$ cat src/rtl/rxrp_cfg.svh
`ifndef RXRP_CFG_SVH
`define RXRP_CFG_SVH
// register byte offsets
`define RXRP_ADDR_CFG 8'h00
`define RXRP_ADDR_THRESH 8'h04
`define RXRP_ADDR_STATUS 8'h08
// config field positions
`define RXRP_CFG_PORT_LSB 0
`define RXRP_CFG_PORT_MSB 2
`define RXRP_CFG_PKT_BIT 4
`define RXRP_CFG_EARLY_BIT 5
`define RXRP_CFG_INV_BIT 6
// reset values
`define RXRP_PORT_RESET 3'h0
`define RXRP_THRESH_RESET 8'h20
// null port code, never matches
`define RXRP_NULL_PORT 3'h7
// cell layout in words
`define RXRP_HDR_WORDS 5'h03
`define RXRP_DROP_LATE 5'h18
`define RXRP_DROP_EARLY 5'h13
// odd parity on the word bus
`define RXRP_ODD_PARITY 1'b1
`endif

$ cat src/rtl/rxrp_pkg.sv
`default_nettype none
package rxrp_pkg;
  typedef logic [2:0] rxrp_port_t;
  typedef struct packed {
    logic [15:0] data;
    logic start;
    logic eop;
    logic one_byte;
    logic abort;
  } rxrp_entry_s;
endpackage : rxrp_pkg
`default_nettype wire

$ cat src/rtl/rxrp_sync.sv
`default_nettype none
module rxrp_sync #(
  parameter int W = 1
) (
  // clock and reset
  input wire logic clk,
  input wire logic rst_n,
  // asynchronous in, synchronised out
  input wire logic [W-1:0] d,
  output logic [W-1:0] q
);
  logic [W-1:0] meta;

  always_ff @(posedge clk or negedge rst_n) begin
    if (!rst_n) begin
      meta <= '0;
      q <= '0;
    end else begin
      meta <= d;
      q <= meta;
    end
  end
endmodule : rxrp_sync
`default_nettype wire

$ cat src/rtl/rxrp_fifo.sv
`default_nettype none
module rxrp_fifo #(
  parameter int WIDTH = 20,
  parameter int AW = 6
) (
  // clock and reset
  input wire logic clk,
  input wire logic rst_n,
  // fill side
  input wire logic wr_valid,
  output logic wr_ready,
  input wire logic [WIDTH-1:0] wr_data,
  // drain side, head and the entry behind it
  input wire logic pop,
  output logic [WIDTH-1:0] head,
  output logic [WIDTH-1:0] peek,
  output logic [AW:0] level
);
  localparam logic [AW:0] DEPTH = (AW+1)'(1 << AW);

  logic [WIDTH-1:0] mem [0:(1<<AW)-1];
  logic [AW-1:0] wr_ptr;
  logic [AW-1:0] rd_ptr;
  wire do_wr = wr_valid && wr_ready;
  wire do_rd = pop && (level != '0);
  wire [AW-1:0] rd_ptr_inc = rd_ptr + 1'b1;

  assign wr_ready = (level != DEPTH);
  assign head = mem[rd_ptr];
  assign peek = mem[rd_ptr_inc];

  always_ff @(posedge clk) begin
    if (do_wr) begin
      mem[wr_ptr] <= wr_data;
    end
  end

  always_ff @(posedge clk or negedge rst_n) begin
    if (!rst_n) begin
      wr_ptr <= '0;
      rd_ptr <= '0;
      level <= '0;
    end else begin
      if (do_wr) begin
        wr_ptr <= wr_ptr + 1'b1;
      end
      if (do_rd) begin
        rd_ptr <= rd_ptr_inc;
      end
      level <= level + (AW+1)'(do_wr) - (AW+1)'(do_rd);
    end
  end
endmodule : rxrp_fifo
`default_nettype wire

$ cat src/rtl/rxrp_top.sv
// Functional notes
// - Word bus, markers, byte count, parity and abort are valid while word valid is high.
// - Word valid drops when the FIFO runs empty or after a packet end.
// - Nothing leaves the receive FIFO while word valid is low.
// - Once dropped on a read (packet end or FIFO empty), word valid stays low until read enable goes off.
// - Word valid floats when read enable is off or the port code misses.
// - Valid, byte count and both avail outputs change only on read clock rises.
// - In cell mode, cell avail shows a cell waiting in this FIFO.
// - Cell avail drops after payload word 24 or 19, chosen by early level.
// - In packet mode, packet avail is high on a held end or enough bytes.
// - Packet avail polarity flips when the invert bit is set.
// - Packet words carry two bytes except the last, which carries one or two.
// - Byte count high means one byte in the upper half, low means two.
// - Byte count used only in packet mode, floats when disabled or unaddressed.
// - Read select is sampled on read clock rises while read enable is off to choose the port.
// - Port addressed only when select equals our code; code 7 never matches.
// - Byte count is shown in the same cycle as the packet end marker.
`include "rxrp_cfg.svh"
`default_nettype none
module rxrp_top #(
  parameter int AW = 6
) (
  // apb slave
  input wire logic pclk,
  input wire logic presetn,
  input wire logic psel,
  input wire logic penable,
  input wire logic pwrite,
  input wire logic [7:0] paddr,
  input wire logic [31:0] pwdata,
  output logic [31:0] prdata,
  output logic pready,
  output logic pslverr,
  // receive data into the FIFO
  input wire logic in_valid,
  output logic in_ready,
  input wire logic [15:0] in_data,
  input wire logic in_start,
  input wire logic in_end,
  input wire logic in_one_byte,
  input wire logic in_abort,
  // link inputs
  input wire logic rx_fifo_read_clock,
  input wire logic rx_read_enable_n,
  input wire logic [2:0] rx_read_select,
  // link outputs with drive enables
  output logic [15:0] rx_word_bus,
  output logic rx_packet_start,
  output logic rx_packet_end,
  output logic rx_packet_abort,
  output logic rx_word_parity,
  output logic rx_word_bus_oe,
  output logic rx_word_valid,
  output logic rx_word_valid_oe,
  output logic last_word_byte_count,
  output logic last_word_byte_count_oe,
  // direct status
  output logic direct_cell_avail,
  output logic direct_packet_avail
);
  function automatic logic word_parity(input logic [15:0] w);
    word_parity = (^w) ^ `RXRP_ODD_PARITY;
  endfunction : word_parity

  // configuration registers
  rxrp_pkg::rxrp_port_t phy_select_code;
  logic packet_mode;
  logic cell_avail_early_level;
  logic packet_avail_invert;
  logic [7:0] pa_thresh;

  // link input synchronisation and edge finding
  logic [4:0] sync_q;
  logic clk_q;
  logic [3:0] ctl_q;

  rxrp_sync #(.W(5)) u_sync (
    .clk(pclk),
    .rst_n(presetn),
    .d({rx_fifo_read_clock, rx_read_enable_n, rx_read_select}),
    .q(sync_q)
  );

  // control sampled one cycle before the seen edge, i.e. before it moved
  always_ff @(posedge pclk or negedge presetn) begin
    if (!presetn) begin
      clk_q <= 1'b0;
      ctl_q <= 4'hF;
    end else begin
      clk_q <= sync_q[4];
      ctl_q <= sync_q[3:0];
    end
  end

  wire rf_rise = sync_q[4] && !clk_q;
  wire enabled = !ctl_q[3];
  wire [2:0] sel_s = ctl_q[2:0];

  // port address latched while read enable is off
  rxrp_pkg::rxrp_port_t addr_latched;
  always_ff @(posedge pclk or negedge presetn) begin
    if (!presetn) begin
      addr_latched <= `RXRP_NULL_PORT;
    end else if (rf_rise && !enabled) begin
      addr_latched <= sel_s;
    end
  end

  wire port_hit = (addr_latched == phy_select_code) && (addr_latched != `RXRP_NULL_PORT);
  wire drive = enabled && port_hit;

  // receive FIFO
  rxrp_pkg::rxrp_entry_s head;
  rxrp_pkg::rxrp_entry_s peek;
  rxrp_pkg::rxrp_entry_s in_ent;
  logic [AW:0] level;
  logic pop;

  assign in_ent = '{data: in_data, start: in_start, eop: in_end,
                    one_byte: in_one_byte, abort: in_abort};

  rxrp_fifo #(.WIDTH($bits(rxrp_pkg::rxrp_entry_s)), .AW(AW)) u_fifo (
    .clk(pclk),
    .rst_n(presetn),
    .wr_valid(in_valid),
    .wr_ready(in_ready),
    .wr_data(in_ent),
    .pop(pop),
    .head(head),
    .peek(peek),
    .level(level)
  );

  // presentation of the next word
  logic hold;
  assign pop = rf_rise && drive && rx_word_valid;
  wire next_avail = pop ? (level >= (AW+1)'(2)) : (level != '0);
  rxrp_pkg::rxrp_entry_s next_ent;
  assign next_ent = pop ? peek : head;
  wire hold_set = pop && ((packet_mode && head.eop) || !next_avail);
  wire next_hold = enabled && (hold || hold_set);
  wire next_valid = drive && !next_hold && next_avail;
  wire next_short = packet_mode && next_ent.eop && next_ent.one_byte;
  wire [15:0] next_bus = next_short ? {next_ent.data[15:8], 8'h00} : next_ent.data;

  always_ff @(posedge pclk or negedge presetn) begin
    if (!presetn) begin
      hold <= 1'b0;
      rx_word_valid <= 1'b0;
      rx_word_valid_oe <= 1'b0;
      rx_word_bus_oe <= 1'b0;
      last_word_byte_count_oe <= 1'b0;
      last_word_byte_count <= 1'b0;
      rx_word_bus <= 16'h0000;
      rx_packet_start <= 1'b0;
      rx_packet_end <= 1'b0;
      rx_packet_abort <= 1'b0;
      rx_word_parity <= 1'b0;
    end else if (rf_rise) begin
      hold <= next_hold;
      rx_word_valid <= next_valid;
      rx_word_valid_oe <= drive;
      rx_word_bus_oe <= drive;
      last_word_byte_count_oe <= drive && packet_mode;
      last_word_byte_count <= next_short;
      rx_word_bus <= next_bus;
      rx_packet_start <= packet_mode && next_ent.start;
      rx_packet_end <= packet_mode && next_ent.eop;
      rx_packet_abort <= packet_mode && next_ent.eop && next_ent.abort;
      rx_word_parity <= word_parity(next_bus);
    end
  end

  // held ends (packets or whole cells) and position inside the cell
  logic [AW:0] ends_held;
  logic cell_active;
  logic [4:0] word_idx;
  wire end_in = in_valid && in_ready && in_end;
  wire end_out = pop && head.eop;
  wire [AW:0] next_ends = ends_held + (AW+1)'(end_in) - (AW+1)'(end_out);
  wire next_active = pop ? (head.start || cell_active) && !head.eop : cell_active;
  wire [4:0] next_word_idx = !pop ? word_idx :
                             head.eop ? 5'h00 :
                             head.start ? 5'h01 : word_idx + 5'h01;

  always_ff @(posedge pclk or negedge presetn) begin
    if (!presetn) begin
      ends_held <= '0;
      cell_active <= 1'b0;
      word_idx <= 5'h00;
    end else begin
      ends_held <= next_ends;
      cell_active <= next_active;
      word_idx <= next_word_idx;
    end
  end

  // direct status outputs
  wire [4:0] drop_at = `RXRP_HDR_WORDS +
                       (cell_avail_early_level ? `RXRP_DROP_LATE : `RXRP_DROP_EARLY);
  wire cur_cell_done = next_active && (next_word_idx >= drop_at);
  wire cell_raw = (next_ends >= (AW+1)'(2)) ||
                  ((next_ends == (AW+1)'(1)) && !cur_cell_done);
  wire [8:0] level_bytes = 9'({level, 1'b0});
  wire pkt_raw = (next_ends != '0) || (level_bytes >= {1'b0, pa_thresh});

  always_ff @(posedge pclk or negedge presetn) begin
    if (!presetn) begin
      direct_cell_avail <= 1'b0;
      direct_packet_avail <= 1'b0;
    end else if (rf_rise) begin
      direct_cell_avail <= !packet_mode && cell_raw;
      direct_packet_avail <= packet_mode && (pkt_raw ^ packet_avail_invert);
    end
  end

  // apb register file, zero wait states
  wire hit_cfg = (paddr == `RXRP_ADDR_CFG);
  wire hit_thr = (paddr == `RXRP_ADDR_THRESH);
  wire hit_sts = (paddr == `RXRP_ADDR_STATUS);
  wire hit_any = hit_cfg || hit_thr || hit_sts;
  wire apb_wr = psel && penable && pwrite;
  wire [31:0] cfg_word = {25'h0, packet_avail_invert, cell_avail_early_level,
                          packet_mode, 1'b0, phy_select_code};
  wire [31:0] sts_word = {14'h0, rx_word_valid_oe, rx_word_valid,
                          8'(ends_held), 8'(level)};
  wire [31:0] rd_mux = hit_cfg ? cfg_word :
                       hit_thr ? {24'h0, pa_thresh} :
                       hit_sts ? sts_word : 32'h0000_0000;

  assign pready = 1'b1;
  assign pslverr = psel && penable && !hit_any;

  always_ff @(posedge pclk or negedge presetn) begin
    if (!presetn) begin
      phy_select_code <= `RXRP_PORT_RESET;
      packet_mode <= 1'b0;
      cell_avail_early_level <= 1'b0;
      packet_avail_invert <= 1'b0;
      pa_thresh <= `RXRP_THRESH_RESET;
      prdata <= 32'h0000_0000;
    end else begin
      if (psel && !penable) begin
        prdata <= rd_mux;
      end
      if (apb_wr && hit_cfg) begin
        phy_select_code <= pwdata[`RXRP_CFG_PORT_MSB:`RXRP_CFG_PORT_LSB];
        packet_mode <= pwdata[`RXRP_CFG_PKT_BIT];
        cell_avail_early_level <= pwdata[`RXRP_CFG_EARLY_BIT];
        packet_avail_invert <= pwdata[`RXRP_CFG_INV_BIT];
      end
      if (apb_wr && hit_thr) begin
        pa_thresh <= pwdata[7:0];
      end
    end
  end
endmodule : rxrp_top
`default_nettype wire

$ cat config.mk
export PLATFORM = sky130hd
export DESIGN_NAME = rxrp_top
export DESIGN_NICKNAME = d
export VERILOG_FILES = /design/src/rtl/rxrp_pkg.sv /design/src/rtl/rxrp_sync.sv /design/src/rtl/rxrp_fifo.sv /design/src/rtl/rxrp_top.sv
export VERILOG_INCLUDE_DIRS = /design/src /design/src/rtl
export SDC_FILE = /design/constraint.sdc
export NUM_CORES = 2
export LEC_CHECK = 0
export BUFFER_PORTS_ARGS = -buffer_cell sky130_fd_sc_hd__buf_4
export CAP_MARGIN = 15
export CORE_MARGIN = 5
export CORE_UTILIZATION = 43
export CTS_BUF_LIST = sky130_fd_sc_hd__clkbuf_4
export DETAILED_ROUTE_END_ITERATION = 12
export PLACE_DENSITY_LB_ADDON = 0.1
export SYNTH_ARGS = -nofsm -noshare
export SYNTH_HDL_FRONTEND = slang
export SYNTH_SLANG_ARGS = --single-unit
$ cat constraint.sdc
create_clock -name pclk -period 6.95 [get_ports pclk]
set_input_delay 0.695 -clock pclk [delete_from_list [all_inputs] [get_ports pclk]]
set_output_delay 0.695 -clock pclk [all_outputs]
set_load 0.1 [all_outputs]
==> results.md <==
| Parameter | This run | Unit |
| --- | --- | --- |
| P per Cell Area | 318.2 | nW/um^2 |
| Initial antenna violation count | 7 | - |
| Final Routed Wirelength | 213800 | um |
| H-tree levels | 5 | - |
| Worst path slowest cell | sky130_fd_sc_hd__dfrtp_4 | - |
| Count of port buffers added during placement | 92 | - |
| M3 GR Usage | 0.05061 | - |
| Synthesis Warnings | 0 | - |
| Sequential power share | 0.415 | - |
| Post-Synth XOR/XNOR Area | 0.006475 | - |
| Hold Violations, Final | 0 | - |
| Critical path, cell by cell | buf_12 -> buf_12 -> mux4_2 -> mux4_2 -> mux2i_1 -> o22ai_1 -> a31oi_1 -> buf_4 -> xnor2_1 -> xnor2_1 -> xnor2_1 -> nand2b_1 -> o311ai_2 | - |
| Most used cells in the layout excluding fill and tap cells | 1280 x sky130_fd_sc_hd__edfxtp_1, 655 x sky130_fd_sc_hd__mux4_2, 564 x sky130_fd_sc_hd__clkbuf_4 | - |
| Worst Setup EP | rx_word_parity$_DFFE_PN0N_ | - |
| Setup_tns | 0 | ps |
| Multi-input combinational cell area | 22990 | um^2 |
| Clk sink count | 1388 | - |
| Cell count of the worst reg-to-reg path | 13 | - |
| Cell internal pwr | 16.37 | mW |
| Top cell type's share of synthesized area | 0.5868 | - |
| Global route hottest layer | met2 | - |
| Worst setup path startpoint | u_fifo.rd_ptr[0]$_DFFE_PN0P_ | - |
| Count of buffers added by post-CTS timing repair for setup | 0 | - |
| Data arrival time of the critical path | 6780 | ps |
| Starting utilization of the core area | 0.4318 | - |
| Vias in the first global route | 40638 | - |
| Grt ovf | 0 | - |
| Mapped cell area | 65510 | um^2 |
| Detailed Route Iter0 Violations | 3956 | - |
| Number of fill cells in the layout | 12839 | - |
| Detailed Place HPWL | 126100 | um |
| Detail-routed net length per standard cell | 34.86 | um |
| Share of total power consumed by net switching | 0.3058 | - |
| NetSw | 7.211 | mW |
| Final Util | 0.4885 | - |
| Number of remaining DRC errors | 0 | - |
| Simple logic cell fraction of the synthesized area | 0.02729 | - |
| Crit-path most repeated cell | sky130_fd_sc_hd__xnor2_1 | - |
| Worst R2R Setup Slack | 1300 | ps |
| Async set-reset flop share out of synthesis | 0.07781 | - |
| Clk_skew | 101.3 | ps |
| CTS tree | done | - |
| Worst R2R End | rx_word_parity$_DFFE_PN0N_ | - |
| Class of the worst hold path | in2reg | - |
| Number of cell rows | 143 | - |
| Ranking of synthesized cells by area | sky130_fd_sc_hd__edfxtp_1 59%, sky130_fd_sc_hd__mux4_2 23%, sky130_fd_sc_hd__dfrtp_1 3.8% | - |
| Number of slew-limit violations in the final report | 0 | - |
| Post-CTS clock slew at the launch and capture registers of the worst setup and hold paths | 70 | ps |
| Core ar. | 151700 | um^2 |
| Number of max-capacitance violations reported | 0 | - |
| Maximum resistive drop on vdd | 0.2472 | mV |
| Leakage power summed over all cells | 23.77 | nW |
| Bufs and invs on worst path | 3 | - |
| Number of standard cells in the layout, taps in and fillers out | 6132 | - |
| Count of cell instances traversed by the critical path | 13 | - |
| Kind of launch point of the worst setup path | flip-flop | - |
| Delay of the slowest cell on the worst path | 910 | ps |
| Overall via count from detail_route | 39149 | - |
| Synthesized flop and latch total | 1388 | - |
| Number of distinct library cell variants in the gate-level netlist after synthesis | 79 | - |
| Mean area per synthesized cell | 19.34 | um^2 |
| Critical Path RT | 8080 | ps |
| Worst hold path stage count | 6 | - |
| Share of synthesized area occupied by flip-flops and latches | 0.6282 | - |
| Met2 layer usage reported by global route | 0.4254 | - |
| Total track usage | 0.2623 | - |
| Critical path peak fanout | 119 | - |
| Area of the die | 160200 | um^2 |
| Slew at the pin with the worst max-slew slack | 1287 | ps |
| Worst flop-to-flop path startpoint | u_fifo.rd_ptr[0]$_DFFE_PN0P_ | - |
| Clock tree root driver cell | sky130_fd_sc_hd__clkbuf_4 | - |
| DIE HEIGHT | 400.3 | um |
| Type of element capturing the critical path | flip-flop | - |
| First-pass iteration count of the detailed router | 6 | - |
| Fraction of power consumed by the clock network | 0.300 | - |
| Most common cell after layout, fill and taps aside | sky130_fd_sc_hd__edfxtp_1 | - |
| Hold Slack | 154.4 | ps |
| CP top delay family | multiplexers | - |
| RSZ-0062 raised after global routing | false | - |
| Via-per-instance ratio | 6.384 | - |
| Setup violators final | 0 | - |
| Placer Congestion | 0.8166 | - |
| Most area-hungry cell type in the Yosys netlist | sky130_fd_sc_hd__edfxtp_1 | - |
| Dominant combinational cell family by area after synthesis | multiplexers | - |
| Met1 routing resource usage after global routing | 0.3432 | - |
| Count of boundary I/O pins | 133 | - |
| Worst skew pair latency | 1290 | ps |
| Synth-to-layout area growth | 13.14 | % |
| Horiz. Die Dim | 400.3 | um |
| Final period utilization | 0.8136 | - |
| Synth Area in Compound Gates | 0.04009 | - |
| Synth Area in Adders | 0.007105 | - |
| Area occupied by registers | 41170 | um^2 |
| Number of nets at the end of the flow | 3943 | - |
| Final min period | 5654 | ps |
| Antenna violation net count after detailed routing | 0 | - |
| Ratio of cells with drive above 1 in the final layout | 0.3967 | - |
| Most used flip-flop cell after synthesis | sky130_fd_sc_hd__edfxtp_1 | - |
| Outcome | finished clean | - |
| Worst max-slew margin expressed relative to the limit | 0.1402 | - |
| Power share of the combinational group | 0.285 | - |
| Number of synthesized flops with an enable pin | 1280 | - |
| Wire length of the first global-routing pass | 299400 | um |
| Pin count of the biggest net entering global routing | 120 | - |
| CTS buffer count | 385 | - |
| Multiplexer share of the synthesized area | 0.2600 | - |
| Placed cell count | 5425 | - |
| Category of the most critical setup path | reg2reg | - |
| Max frequency | 0.1769 | GHz |
| Clk buf depth | 4 | - |
| Gate Count Post-Synth | 3388 | - |
==> final cells by class <==
class	count	share of cell area
sequential	1388	0.5555
multi-input combinational	1707	0.3102
clock buffer	564	0.05713
timing repair buffer	315	0.03599
tap	2030	0.03427
clock inverter	81	0.004626
inverter	39	0.002043
antenna	8	0.0002701
==> synthesized netlist by cell type (21+ instances only) <==
cell	n
sky130_fd_sc_hd__edfxtp_1	1280
sky130_fd_sc_hd__mux4_2	655
sky130_fd_sc_hd__mux2i_1	170
sky130_fd_sc_hd__nand2_1	159
sky130_fd_sc_hd__nor2_1	104
sky130_fd_sc_hd__dfrtp_1	100
sky130_fd_sc_hd__buf_2	77
sky130_fd_sc_hd__buf_4	67
sky130_fd_sc_hd__o21ai_0	63
sky130_fd_sc_hd__a21oi_1	61
sky130_fd_sc_hd__clkbuf_1	52
sky130_fd_sc_hd__buf_6	49
sky130_fd_sc_hd__inv_1	39
sky130_fd_sc_hd__a221o_1	35
sky130_fd_sc_hd__ha_1	34
sky130_fd_sc_hd__a221oi_1	31
sky130_fd_sc_hd__a211oi_1	28
sky130_fd_sc_hd__nand3_1	28
sky130_fd_sc_hd__nor2b_1	23
sky130_fd_sc_hd__xnor2_1	23
sky130_fd_sc_hd__o31ai_1	21
==> worst register-to-register path, delay by kind of cell (launching register included) <==
kind	cells	cell delay, ps
multiplexers	3	1960
flip-flops	1	910
XOR/XNOR	3	420
AO/OA/AOI/OAI	3	600
buffers and inverters	3	1460
AND/OR/NAND/NOR	1	170
==> through the flow <==
step           instance area [um^2]  power (mW)  setup WS [ps]
2_1_floorplan                 65560       15.02           1971
4_1_cts                       74080       23.83           1260
6_report                      74110       23.58           1296
3_5_place_dp                  68970       16.68           1304
3_3_place_gp                  68970       16.57           1252
5_1_grt                       74100       24.67          949.3
==> cell families after synthesis <==
family	count (synthesis)
fa+ha+maj	36
other cells	2
mux	858
buf+inv	307
xor+xnor	42
compound gates	362
simple gates	393
flops	1388
==> worst min-delay path by stage <==
stage	slack [ps]	from	endpoint
after CTS	10	paddr[4]	prdata[3]$_DFFE_PN0P_
after detailed placement	340	u_sync.q[3]$_DFF_PN0_	ctl_q[3]$_DFF_PN1_
after global routing	70	paddr[5]	prdata[3]$_DFFE_PN0P_
after global placement	330	u_sync.meta[1]$_DFF_PN0_	u_sync.q[1]$_DFF_PN0_
after floorplan	330	u_sync.meta[0]$_DFF_PN0_	u_sync.q[0]$_DFF_PN0_
final	150	paddr[5]	prdata[3]$_DFFE_PN0P_
==> power groups by stage <==
stage | combinational (mW) | clock, mW | sequential (mW)
3_5_place_dp | 6.72 | 0 | 9.96
2_1_floorplan | 5.02 | 0 | 10.0
5_1_grt | 7.13 | 7.72 | 9.82
6_report | 6.71 | 7.09 | 9.79
3_3_place_gp | 6.64 | 0 | 9.93
4_1_cts | 6.77 | 7.28 | 9.78
==> sequential cells by signal, summed over array words and instances, names as in the netlist, 3 cells and up <==
register	count
addr_latched	3
ctl_q	4
ends_held	7
pa_thresh	8
phy_select_code	3
prdata	17
rx_word_bus	16
u_fifo.level	7
u_fifo.mem	1280
u_fifo.rd_ptr	6
u_fifo.wr_ptr	6
u_sync.meta	5
u_sync.q	5
word_idx	5
==> what timing repair did <==
item,4_1_cts,5_1_grt
hold buffers,53,0
hold endpoints to repair,1380,0
resized for setup,0,0
==> routing by layer <==
layer  wire length (um)  up-vias
met4              10930        2
met3              17310      568
met2             103300     2212
li1                   -    15498
met1              82220    20869
met5                 13        -
Note: power is estimated with default switching activity, not from simulation.
